`config.mk`:
```
export PLATFORM = sky130hd
export DESIGN_NAME = cdm_debug_ctrl
export DESIGN_NICKNAME = d
export VERILOG_FILES = /design/src/cdm_pkg.sv /design/src/cdm_bus_if.sv /design/src/cdm_bp_match.sv /design/src/cdm_debug_ctrl.sv /design/src/cdm_seg_route.sv
export VERILOG_INCLUDE_DIRS = /design/src /design/src/src
export SDC_FILE = /design/constraint.sdc
export NUM_CORES = 1
export LEC_CHECK = 0
export BUFFER_PORTS_ARGS = -buffer_cell sky130_fd_sc_hd__buf_2
export CORE_AREA = 2 2 125 127
export CTS_BUF_LIST = sky130_fd_sc_hd__clkbuf_8
export DETAILED_ROUTE_END_ITERATION = 8
export DIE_AREA = 0 0 127 129
export PLACE_DENSITY = 0.45
export SETUP_SLACK_MARGIN = 0.4
export SLEW_MARGIN = 15
export SYNTH_ARGS = -nofsm -noshare
export SYNTH_HDL_FRONTEND = slang
export SYNTH_SLANG_ARGS = --single-unit
export TNS_END_PERCENT = 100
```
`constraint.sdc`:
```
create_clock -name sys_clk -period 2.53 [get_ports sys_clk]
set_input_delay 0.253 -clock sys_clk [delete_from_list [all_inputs] [get_ports sys_clk]]
set_output_delay 0.253 -clock sys_clk [all_outputs]
set_load 0.01 [all_outputs]
```
`src/cdm_cfg.svh`:
```
`ifndef CDM_CFG_SVH
`define CDM_CFG_SVH

// ===========================================================================
// address map of the debug path
`define CDM_AW              24
`define CDM_DBG_ENTRY_PC    24'hF00200
`define CDM_DSEG_LO         24'hF00000
`define CDM_DSEG_HI         24'hFFFFFF

// ===========================================================================
// debug control status register fields
`define CDM_DCS_ENDIAN      29
`define CDM_DCS_DBRK_CAP    17
`define CDM_DCS_IBRK_CAP    16
`define CDM_DCS_BLK_EN      4
`define CDM_DCS_NB_EN       3
`define CDM_DCS_NB_PEND     2
`define CDM_DCS_PROBE_EN    0
`define CDM_DCS_RSVD_MASK   32'hDFFC_FFE2

// ===========================================================================
// processor status word mask bits
`define CDM_STAT_BLK_EN     5
`define CDM_STAT_NB_EN      6

// ===========================================================================
// debug register fields
`define CDM_DBG_IN_DEBUG    30
`define CDM_DBG_COUNTDM     25
`define CDM_DBG_DSTORE      19
`define CDM_DBG_DLOAD       18
`define CDM_DBG_STEP_EN     8
`define CDM_DBG_IBRK        4
`define CDM_DBG_SWBP        1
`define CDM_DBG_SSTEP       0
`define CDM_DBG_WR_MASK     32'h0200_0100
`define CDM_DBG_FLAG_MASK   32'h000C_0013

`endif

```
`src/cdm_pkg.sv`:
```
`include "cdm_cfg.svh"

package cdm_pkg;
  typedef logic [`CDM_AW-1:0] cdm_addr_t;
  typedef enum logic {CDM_NORMAL, CDM_DEBUG} cdm_mode_t;

  // true when an address falls inside the debug memory segment
  function automatic logic cdm_in_dseg(input cdm_addr_t a);
    return (a >= `CDM_DSEG_LO) && (a <= `CDM_DSEG_HI);
  endfunction
endpackage

```
`src/cdm_bus_if.sv`:
```
`timescale 1ns/1ps
`default_nettype none

// one address stream (fetch or data) with its breakpoint hit
interface cdm_bus_if;
  import cdm_pkg::*;
  logic      valid;
  cdm_addr_t addr;
  logic      hit;
  modport source  (output valid, output addr, input hit);
  modport matcher (input valid, input addr, output hit);
  modport router  (input valid, input addr);
endinterface

`default_nettype wire

```
`src/cdm_bp_match.sv`:
```
`timescale 1ns/1ps
`default_nettype none

// compares one access stream against N programmable breakpoint addresses
module cdm_bp_match #(
  parameter int N = 2
) (
  // access stream
  cdm_bus_if.matcher                    bus,
  // breakpoint conditions
  input  wire logic [N-1:0]             bp_en,
  input  wire cdm_pkg::cdm_addr_t [N-1:0] bp_addr
);
  import cdm_pkg::*;

  // refused at elaboration, the match vector is kept small on purpose
  if (N < 1 || N > 8) begin : g_bad_n
    $error("cdm_bp_match: N out of range");
  end

  // ===========================================================================
  // any enabled condition equal to the access address hits
  logic [N-1:0] eq;
  for (genvar i = 0; i < N; i++) begin : g_cmp
    assign eq[i] = bp_en[i] && (bp_addr[i] == bus.addr);
  end
  assign bus.hit = bus.valid && (|eq);
endmodule

`default_nettype wire

```
`src/cdm_debug_ctrl.sv`:
```
`timescale 1ns/1ps
`default_nettype none
`include "cdm_cfg.svh"

module cdm_debug_ctrl #(
  parameter int N_IBP = 2,
  parameter int N_DBP = 2
) (
  // clock and reset
  input  wire logic                           sys_clk,
  input  wire logic                           rst,
  // instruction stream from the pipeline
  input  wire logic                           instr_retire,
  input  wire logic                           sw_bp_exec,
  input  wire logic                           dbg_return_exec,
  input  wire logic                           fetch_valid,
  input  wire cdm_pkg::cdm_addr_t             fetch_addr,
  // data stream from the pipeline
  input  wire logic                           data_valid,
  input  wire logic                           data_write,
  input  wire cdm_pkg::cdm_addr_t             data_addr,
  // breakpoint conditions
  input  wire logic [N_IBP-1:0]               ibp_en,
  input  wire cdm_pkg::cdm_addr_t [N_IBP-1:0] ibp_addr,
  input  wire logic [N_DBP-1:0]               dbp_en,
  input  wire cdm_pkg::cdm_addr_t [N_DBP-1:0] dbp_addr,
  // probe control register bits
  input  wire logic                           host_break_request,
  input  wire logic                           probe_enabled,
  // interrupt state
  input  wire logic [31:0]                    processor_status_word,
  input  wire logic                           blk_irq_req,
  input  wire logic                           nb_irq_req,
  // debug register write port
  input  wire logic                           dbg_wr_en,
  input  wire logic [31:0]                    dbg_wdata,
  // mode and fetch redirection
  output var  logic                           in_debug_r,
  output var  logic                           fetch_redirect_r,
  output var  cdm_pkg::cdm_addr_t             fetch_redirect_pc_r,
  output var  logic                           probe_break_taken_r,
  // probe port routing
  output var  logic                           fetch_to_probe_r,
  output var  logic                           data_to_probe_r,
  // gated interrupt requests
  output var  logic                           blk_irq_take_r,
  output var  logic                           nb_irq_take_r,
  // register read data
  output var  logic [31:0]                    dcs_rdata_r,
  output var  logic [31:0]                    dbg_rdata_r
);
  import cdm_pkg::*;

  // refused at elaboration; each matcher serves one to eight conditions
  if (N_IBP < 1 || N_IBP > 8) begin : g_bad_ibp
    $error("cdm_debug_ctrl: N_IBP out of range");
  end
  if (N_DBP < 1 || N_DBP > 8) begin : g_bad_dbp
    $error("cdm_debug_ctrl: N_DBP out of range");
  end

  // ===========================================================================
  // access streams and their breakpoint matchers
  cdm_bus_if fetch_bus ();
  cdm_bus_if data_bus ();

  assign fetch_bus.valid = fetch_valid;
  assign fetch_bus.addr  = fetch_addr;
  assign data_bus.valid  = data_valid;
  assign data_bus.addr   = data_addr;

  cdm_bp_match #(.N(N_IBP)) u_ibp (
    .bus     (fetch_bus.matcher),
    .bp_en   (ibp_en),
    .bp_addr (ibp_addr)
  );

  cdm_bp_match #(.N(N_DBP)) u_dbp (
    .bus     (data_bus.matcher),
    .bp_en   (dbp_en),
    .bp_addr (dbp_addr)
  );

  // ===========================================================================
  // probe segment routing
  cdm_seg_route u_fetch_route (
    .sys_clk    (sys_clk),
    .rst        (rst),
    .bus        (fetch_bus.router),
    .to_probe_r (fetch_to_probe_r)
  );

  cdm_seg_route u_data_route (
    .sys_clk    (sys_clk),
    .rst        (rst),
    .bus        (data_bus.router),
    .to_probe_r (data_to_probe_r)
  );

  // ===========================================================================
  // mode state and debug register bits
  cdm_mode_t mode_r;
  cdm_mode_t mode_nxt;
  logic      step_en_r;
  logic      countdm_r;
  logic      f_sstep_r;
  logic      f_swbp_r;
  logic      f_ibrk_r;
  logic      f_dload_r;
  logic      f_dstore_r;
  logic      f_probe_r;

  // ===========================================================================
  // exception sources, all blocked while in debug mode
  wire normal_mode = (mode_r == CDM_NORMAL);
  wire src_swbp    = normal_mode && sw_bp_exec;
  wire src_sstep   = normal_mode && step_en_r && instr_retire;
  wire src_ibrk    = normal_mode && fetch_bus.hit;
  wire src_dload   = normal_mode && data_bus.hit && !data_write;
  wire src_dstore  = normal_mode && data_bus.hit && data_write;
  wire src_probe   = normal_mode && host_break_request;
  // one entry however many sources fire together
  wire take_exc    = src_swbp || src_sstep || src_ibrk ||
                     src_dload || src_dstore || src_probe;
  wire leave_dbg   = (mode_r == CDM_DEBUG) && dbg_return_exec;

  // ===========================================================================
  // mode transitions
  always_comb begin
    mode_nxt = mode_r;
    case (mode_r)
      CDM_NORMAL: begin
        if (take_exc) mode_nxt = CDM_DEBUG;
      end
      CDM_DEBUG: begin
        if (leave_dbg) mode_nxt = CDM_NORMAL;
      end
      default: mode_nxt = CDM_NORMAL;
    endcase
  end

  always_ff @(posedge sys_clk) begin
    if (rst) mode_r <= CDM_NORMAL;
    else     mode_r <= mode_nxt;
  end

  // ===========================================================================
  // fetch redirection to the probe-served entry point
  always_ff @(posedge sys_clk) begin
    if (rst) begin
      fetch_redirect_r    <= 1'b0;
      fetch_redirect_pc_r <= '0;
    end else begin
      fetch_redirect_r    <= normal_mode && take_exc;
      fetch_redirect_pc_r <= `CDM_DBG_ENTRY_PC;
    end
  end

  always_ff @(posedge sys_clk) begin
    if (rst) in_debug_r <= 1'b0;
    else     in_debug_r <= (mode_nxt == CDM_DEBUG);
  end

  // ===========================================================================
  // per-cause flags; exit cannot collide with a set since sources are blocked
  // in debug mode, so a plain clear on exit loses no event
  always_ff @(posedge sys_clk) begin
    if (rst || leave_dbg) begin
      f_sstep_r  <= 1'b0;
      f_swbp_r   <= 1'b0;
      f_ibrk_r   <= 1'b0;
      f_dload_r  <= 1'b0;
      f_dstore_r <= 1'b0;
      f_probe_r  <= 1'b0;
    end else begin
      f_sstep_r  <= f_sstep_r  || src_sstep;
      f_swbp_r   <= f_swbp_r   || src_swbp;
      f_ibrk_r   <= f_ibrk_r   || src_ibrk;
      f_dload_r  <= f_dload_r  || src_dload;
      f_dstore_r <= f_dstore_r || src_dstore;
      f_probe_r  <= f_probe_r  || src_probe;
    end
  end

  always_ff @(posedge sys_clk) begin
    if (rst) probe_break_taken_r <= 1'b0;
    else     probe_break_taken_r <= src_probe;
  end

  // ===========================================================================
  // writable debug register bits: single step enable and timer run in debug
  always_ff @(posedge sys_clk) begin
    if (rst) begin
      step_en_r <= 1'b0;
      countdm_r <= 1'b0;
    end else if (dbg_wr_en) begin
      step_en_r <= dbg_wdata[`CDM_DBG_STEP_EN];
      countdm_r <= dbg_wdata[`CDM_DBG_COUNTDM];
    end
  end

  // ===========================================================================
  // interrupt gating; debug mode wins over both enable bits
  wire blk_take_nxt = blk_irq_req && processor_status_word[`CDM_STAT_BLK_EN] &&
                      normal_mode;
  wire nb_take_nxt  = nb_irq_req && processor_status_word[`CDM_STAT_NB_EN] &&
                      normal_mode;

  always_ff @(posedge sys_clk) begin
    if (rst) begin
      blk_irq_take_r <= 1'b0;
      nb_irq_take_r  <= 1'b0;
    end else begin
      blk_irq_take_r <= blk_take_nxt;
      nb_irq_take_r  <= nb_take_nxt;
    end
  end

  // ===========================================================================
  // read views; status register has no write path, so reserved bits stay zero
  logic [31:0] dcs_nxt;
  logic [31:0] dbg_nxt;

  always_comb begin
    dcs_nxt                     = 32'h0000_0000;
    dcs_nxt[`CDM_DCS_ENDIAN]    = 1'b1;
    dcs_nxt[`CDM_DCS_DBRK_CAP]  = 1'b1;
    dcs_nxt[`CDM_DCS_IBRK_CAP]  = 1'b1;
    dcs_nxt[`CDM_DCS_BLK_EN]    = processor_status_word[`CDM_STAT_BLK_EN];
    dcs_nxt[`CDM_DCS_NB_EN]     = processor_status_word[`CDM_STAT_NB_EN];
    dcs_nxt[`CDM_DCS_NB_PEND]   = nb_irq_req;
    dcs_nxt[`CDM_DCS_PROBE_EN]  = probe_enabled;
  end

  always_comb begin
    dbg_nxt                     = 32'h0000_0000;
    dbg_nxt[`CDM_DBG_IN_DEBUG]  = (mode_r == CDM_DEBUG);
    dbg_nxt[`CDM_DBG_COUNTDM]   = countdm_r;
    dbg_nxt[`CDM_DBG_DSTORE]    = f_dstore_r;
    dbg_nxt[`CDM_DBG_DLOAD]     = f_dload_r;
    dbg_nxt[`CDM_DBG_STEP_EN]   = step_en_r;
    dbg_nxt[`CDM_DBG_IBRK]      = f_ibrk_r;
    dbg_nxt[`CDM_DBG_SWBP]      = f_swbp_r;
    dbg_nxt[`CDM_DBG_SSTEP]     = f_sstep_r;
  end

  always_ff @(posedge sys_clk) begin
    if (rst) begin
      dcs_rdata_r <= 32'h0000_0000;
      dbg_rdata_r <= 32'h0000_0000;
    end else begin
      dcs_rdata_r <= dcs_nxt;
      dbg_rdata_r <= dbg_nxt;
    end
  end
endmodule

`default_nettype wire

```
`src/cdm_seg_route.sv`:
```
`timescale 1ns/1ps
`default_nettype none

// flags accesses to the debug memory segment so they go to the probe port
module cdm_seg_route (
  // clock and reset
  input  wire logic  sys_clk,
  input  wire logic  rst,
  // access stream
  cdm_bus_if.router  bus,
  // routing decision
  output var  logic  to_probe_r
);
  import cdm_pkg::*;

  // ===========================================================================
  // registered so the top output comes straight from a flip-flop
  logic to_probe_nxt;
  assign to_probe_nxt = bus.valid && cdm_in_dseg(bus.addr);

  always_ff @(posedge sys_clk) begin
    if (rst) to_probe_r <= 1'b0;
    else     to_probe_r <= to_probe_nxt;
  end
endmodule

`default_nettype wire
```
# Word-level counts from Yosys, hierarchy flattened
# Cells that the tools add are included.
dict set report classes {
  addsub 0
  n_mul 0
  div 0
  n_lt_le_gt_ge 4
  n_eq_ne 4
  shift 0
  muxes 5
  bitwise 1
  reduce_logical 38
}
# cell n
set op_table {}
lappend op_table {{== test 24 bit} 4}
lappend op_table {{greater-or-equal comparator 24 bit (second input constant)} 2}
lappend op_table {{<= comparator 24 bit (second input constant)} 2}
lappend op_table {{two-way mux 30 bit} 1}
lappend op_table {{logical AND 1 bit} 24}
lappend op_table {{two-way mux 24 bit} 1}
lappend op_table {{logical OR 1 bit} 11}
lappend op_table {{OR reduction 2 bit} 2}
lappend op_table {{two-way mux 1 bit} 2}
lappend op_table {{case mux 1 bit (2 select lines)} 1}
lappend op_table {{zero test 1 bit} 1}
lappend op_table {{NOT 1 bit} 1}
dict set report totals {
  regBits 102
  latchBits 0
  mem_bits_rw 0
  rom_bits 0
  input_bits 225
  output_inout_bits 95
  word_cells 71
  mem_count 0
}

# Longest topological paths before layout
dict set report depth {
  ltp_word 11
  mapped_depth 6
  ltp_nobuf 6
}

# Modules after synthesis
# From an unflattened synthesis, not the netlist that was laid out.
dict set report hier_totals {
  cells_unflattened 287
  area_unflattened_um2 2547.4
}
# mod n_inst cells_per_inst area_per_inst_um2 seq_area_each_um2
set by_module_without_submodules {}
lappend by_module_without_submodules {cdm_debug_ctrl 1 145 1378.8 500.5}
lappend by_module_without_submodules {cdm_bp_match 2 67 548.0 0.0}
lappend by_module_without_submodules {cdm_seg_route 2 4 36.3 20.0}

# Least setup slack after synthesis
# OpenSTA, ideal clock, no wires.
dict set report synth_path {
  kind {input -> register}
  startpoint {input dbp_addr[15] in the netlist's numbering}
  endpoint {register f_dstore_r}
  setup_time_ns 0.065
  t_arrival_ns 1.405
  required_time_ns 2.465
  slack_ns 1.060
  path_stages 6
  n_path_buf 0
  path_cell_list {xnor2_1 nand4_1 or4_4 o22ai_2 a41oi_1 nor2_1}
}
dict set report synth_via {
  elab_chain_cells 7
}
# element line
set synth_rtl {}
lappend synth_rtl {{start: declaration} cdm_debug_ctrl.sv:26} ;# input wire cdm_pkg::cdm_addr_t [N_DBP-1:0] dbp_addr,
lappend synth_rtl {{== test 24 bit} cdm_bp_match.sv:25} ;# assign eq[i] = bp_en[i] && (bp_addr[i] == bus.addr);
lappend synth_rtl {{logical AND 1 bit} cdm_bp_match.sv:25}
lappend synth_rtl {{OR reduction 2 bit} cdm_bp_match.sv:27} ;# assign bus.hit = bus.valid && (|eq);
lappend synth_rtl {{logical AND 1 bit} cdm_bp_match.sv:27}
lappend synth_rtl {{logical AND 1 bit (2 in series)} cdm_debug_ctrl.sv:120} ;# wire src_dstore = normal_mode && data_bus.hit && data_write;
lappend synth_rtl {{logical OR 1 bit} cdm_debug_ctrl.sv:180} ;# f_dstore_r <= f_dstore_r || src_dstore;
lappend synth_rtl {{end signal: assignment} cdm_debug_ctrl.sv:180}
lappend synth_rtl {{end: declaration} cdm_debug_ctrl.sv:110} ;# logic f_dstore_r;
# No other way between the ends.
# A chain may end at the register's enable or synchronous reset.

# Worst setup path after layout
dict set report layout_path {
  startpoint {input fetch_addr[22]}
  endpoint {register in_debug_r}
}
dict set report layout_via {
  elab_chain_cells 11
  elab_cells_between_ends 13
  classes_between {2 x eq/ne; 2 x mux; 9 x reduce/logical}
}
# element line
set layout_rtl {}
lappend layout_rtl {{start: declaration} cdm_debug_ctrl.sv:17} ;# input wire cdm_pkg::cdm_addr_t fetch_addr,
lappend layout_rtl {{== test 24 bit} cdm_bp_match.sv:25}
lappend layout_rtl {{logical AND 1 bit} cdm_bp_match.sv:25}
lappend layout_rtl {{OR reduction 2 bit (*)} cdm_bp_match.sv:27}
lappend layout_rtl {{logical AND 1 bit (*)} cdm_bp_match.sv:27}
lappend layout_rtl {{logical AND 1 bit (*)} cdm_debug_ctrl.sv:118} ;# wire src_ibrk = normal_mode && fetch_bus.hit;
lappend layout_rtl {{logical OR 1 bit (*) (2 in series)} cdm_debug_ctrl.sv:123} ;# wire take_exc = src_swbp || src_sstep || src_ibrk ||
lappend layout_rtl {{logical OR 1 bit (*) (2 in series)} cdm_debug_ctrl.sv:124} ;# src_dload || src_dstore || src_probe;
lappend layout_rtl {{two-way mux 1 bit (*)} cdm_debug_ctrl.sv:133} ;# if (take_exc) mode_nxt = CDM_DEBUG;
lappend layout_rtl {{case mux 1 bit (2 select lines) (*)} cdm_debug_ctrl.sv:131} ;# case (mode_r)
lappend layout_rtl {{end signal: assignment} cdm_debug_ctrl.sv:161} ;# else in_debug_r <= (mode_nxt == CDM_DEBUG);
lappend layout_rtl {{end: declaration} cdm_debug_ctrl.sv:38} ;# output var logic in_debug_r,
# Mark *: on every way between the ends. The rest lies on a longest branch, timed or not.

==> impl_metrics.json <==
{
  "cts_hold_buf": 0,
  "ant_nets": 0,
  "drt-wirelength-per-cell_um": 11.6,
  "ys_types": 31,
  "cts.sinks": 27,
  "drv_cap": 0,
  "final_cell_mix": "buf_2 (191), conb_1 (68), xor2_1 (57)",
  "final_util_pct": 22.6,
  "multi_input_area_um2": 1590,
  "nets": 698,
  "io_buffers": 191,
  "worst_setup_path_end_kind": "flop",
  "regArea_um2": 541,
  "startpoint_type": "primary input",
  "placed_area_um2": 3340,
  "worstSetupPathType": "in2reg",
  "hold_violations": 0,
  "pin_count": 320,
  "grt_max_degree": 19,
  "cts-root-buf": "clkbuf_8",
  "numCtsBuffers": 3,
  "hpwl_um": 7080,
  "slew_violations": 0,
  "synth-seq-cells": 27,
  "ctsResizeCount": 0,
  "overflow": 0,
  "initial_core_util_pct": 16.5,
  "relSlewSlack_pct": 62.3,
  "postRouteWirelength_um": 7630,
  "fmax_mhz": 558,
  "power.density_nw_per_um2": 326,
  "p_leak_uw": 0.00170,
  "grt_pass1_vias": 2298,
  "drtIter0Drc": 42,
  "holdPathStages": 2,
  "drc": 0,
  "grt_usage_pct": 8.67,
  "clockBufferDepth": 2,
  "synthCells": 287,
  "cts_setup_buffers": 0,
  "min_period_ns": 1.79,
  "die_area_um2": 16400,
  "finalWeightedCongestion": 0.796,
  "ir_drop_v": 0.000166,
  "antenna_found_initial": 0,
  "core-area_um2": 15000,
  "post-route-period-util_pct": 70.8,
  "run_status": "completed",
  "die_w_um": 127,
  "clk_latency_ns": 0.27,
  "final.setup_skew_ns": 0.00358,
  "yosys-top-cells-area": "buf_4 (23%), dfxtp_1 (22%), xor2_1 (20%)",
  "min_path_type": "in2reg",
  "yosysTopAreaCellShare_pct": 22.8,
  "dr_total_vias": 2375,
  "diodes": 0,
  "drive_gt1_share_pct": 42.4,
  "cts_tree": "yes",
  "reg2regPathDepth": 3,
  "syn_avg_cell_area_um2": 8.60,
  "drt_first_pass_iters": 4,
  "synth_area_um2": 2470,
  "rows": 45,
  "h-tree-depth": 1,
  "cp.arrival_ns": 1.99,
  "path_max_fanout": 3,
  "grt_pass1_wl_um": 11300,
  "setup_violations": 0,
  "yosysSeqAreaShare_pct": 21.9,
  "syn_to_final_growth_pct": 37.2,
  "yosysWarningCount": 0,
  "tightest_slew_ns": 0.561,
  "fin_area_um2": 3390,
  "power_uw": 1100,
  "fin_tns_setup_ns": 0,
  "die_y_um": 129,
  "final_common_cell": "buf_2",
  "rsz0062_at_grt": "no",
  "clk_pin_slew_ns": 0.08,
  "reg2reg_slack_ns": 1.38,
  "worstPathRequired_ns": 2.73,
  "viasPerCell": 3.60,
  "yosysTopAreaCell": "buf_4",
  "fillCellCount": 1695
}
## power by group
part,internal (µW),leakage [µW],switching [µW]
combinational,199,0.00145,223
clock,109,0.0000269,124
sequential,441,0.000221,7.98
total,748,0.00170,355
## stage by stage
stage	setup slack, ns	instances	hold WS (ns)
after floorplan	1.06	354	0.375
after global placement	0.448	656	0.416
after detailed placement	0.440	656	0.422
after CTS	0.728	660	0.190
after global routing	0.605	660	0.209
final	0.738	660	0.194
## state kept, by name, summed over array words and instances (netlist names)
| signal | count |
|---|---|
| countdm_r | 1 |
| fetch_redirect_r | 1 |
| u_data_route.to_probe_r | 1 |
| f_sstep_r | 1 |
| nb_irq_take_r | 1 |
| blk_irq_take_r | 1 |
| dcs_rdata_r | 5 |
| probe_break_taken_r | 1 |
| in_debug_r | 1 |
| f_ibrk_r | 1 |
| step_en_r | 1 |
| f_dload_r | 1 |
| u_fetch_route.to_probe_r | 1 |
| dbg_rdata_r | 8 |
| f_swbp_r | 1 |
| f_dstore_r | 1 |
## cells by family (layout without fill, tap and decap cells)
family                 Yosys count  after routing  synth area share (%)
AO/OA/AOI/OAI                   13             13                  3.55
other                            1             68                 0.152
XOR/XNOR                        95             95                  33.7
multiplexers                     2              2                 0.811
buffers and inverters           82            200                  23.9
AND/OR/NAND/NOR                 67             67                  16.0
flip-flops                      27             27                  21.9
## path summary, 6_finish.rpt
check / from / endpoint
hold reg to reg: f_ibrk_r$_SDFF_PP0_ / dbg_rdata_r[4]$_SDFF_PP0_
hold / removal: probe_enabled / dcs_rdata_r[0]$_SDFF_PP0_
setup / recovery: fetch_addr[22] / in_debug_r$_SDFF_PP0_
setup reg to reg: step_en_r$_SDFFE_PP0P_ / in_debug_r$_SDFF_PP0_
## cell usage after synthesis (all sizes together)
| library cell | n |
|---|---|
| o211ai | 1 |
| mux2i | 2 |
| o21ai | 2 |
| a41oi | 1 |
| buf | 75 |
| nor2 | 9 |
| nand2 | 4 |
| a21boi | 1 |
| and3 | 2 |
| nor2b | 10 |
| inv | 5 |
| nand4 | 11 |
| clkbuf | 2 |
| xnor2 | 38 |
| xor2 | 57 |
| o22ai | 1 |
| or4 | 2 |
| a31oi | 2 |
| nor3 | 8 |
| nand3 | 5 |
| a211o | 1 |
| conb | 1 |
| and2 | 1 |
| dfxtp | 27 |
| nor3b | 1 |
| nor4bb | 1 |
| nor4 | 13 |
| a21oi | 4 |
## worst max-delay path, cell delays in order
cell	delay, ns
buf_2	0.13
xor2_1	0.17
nor4_1	0.48
nand4_1	0.16
nor4bb_1	0.48
o21ai_1	0.15
a31oi_1	0.17
## metal layers
layer / vias up / GRT usage [%] / wire [µm]
met5: - / 0 / 0
met4: 0 / 1.23 / 30
met3: 4 / 1.25 / 736
met2: 154 / 16.4 / 3840
met1: 1043 / 10.6 / 3010
li1: 1174 / - / -
## area by class of cell
type / instances / share of cell area (%)
tap: 188 / 6.95
timing repair buffer: 191 / 28.2
multi-input combinational: 245 / 47.0
clock buffer: 3 / 1.22
inverter: 5 / 0.554
sequential: 27 / 16.0
clock inverter: 1 / 0.111
No activity file was read; power rests on OpenSTA's default activity.
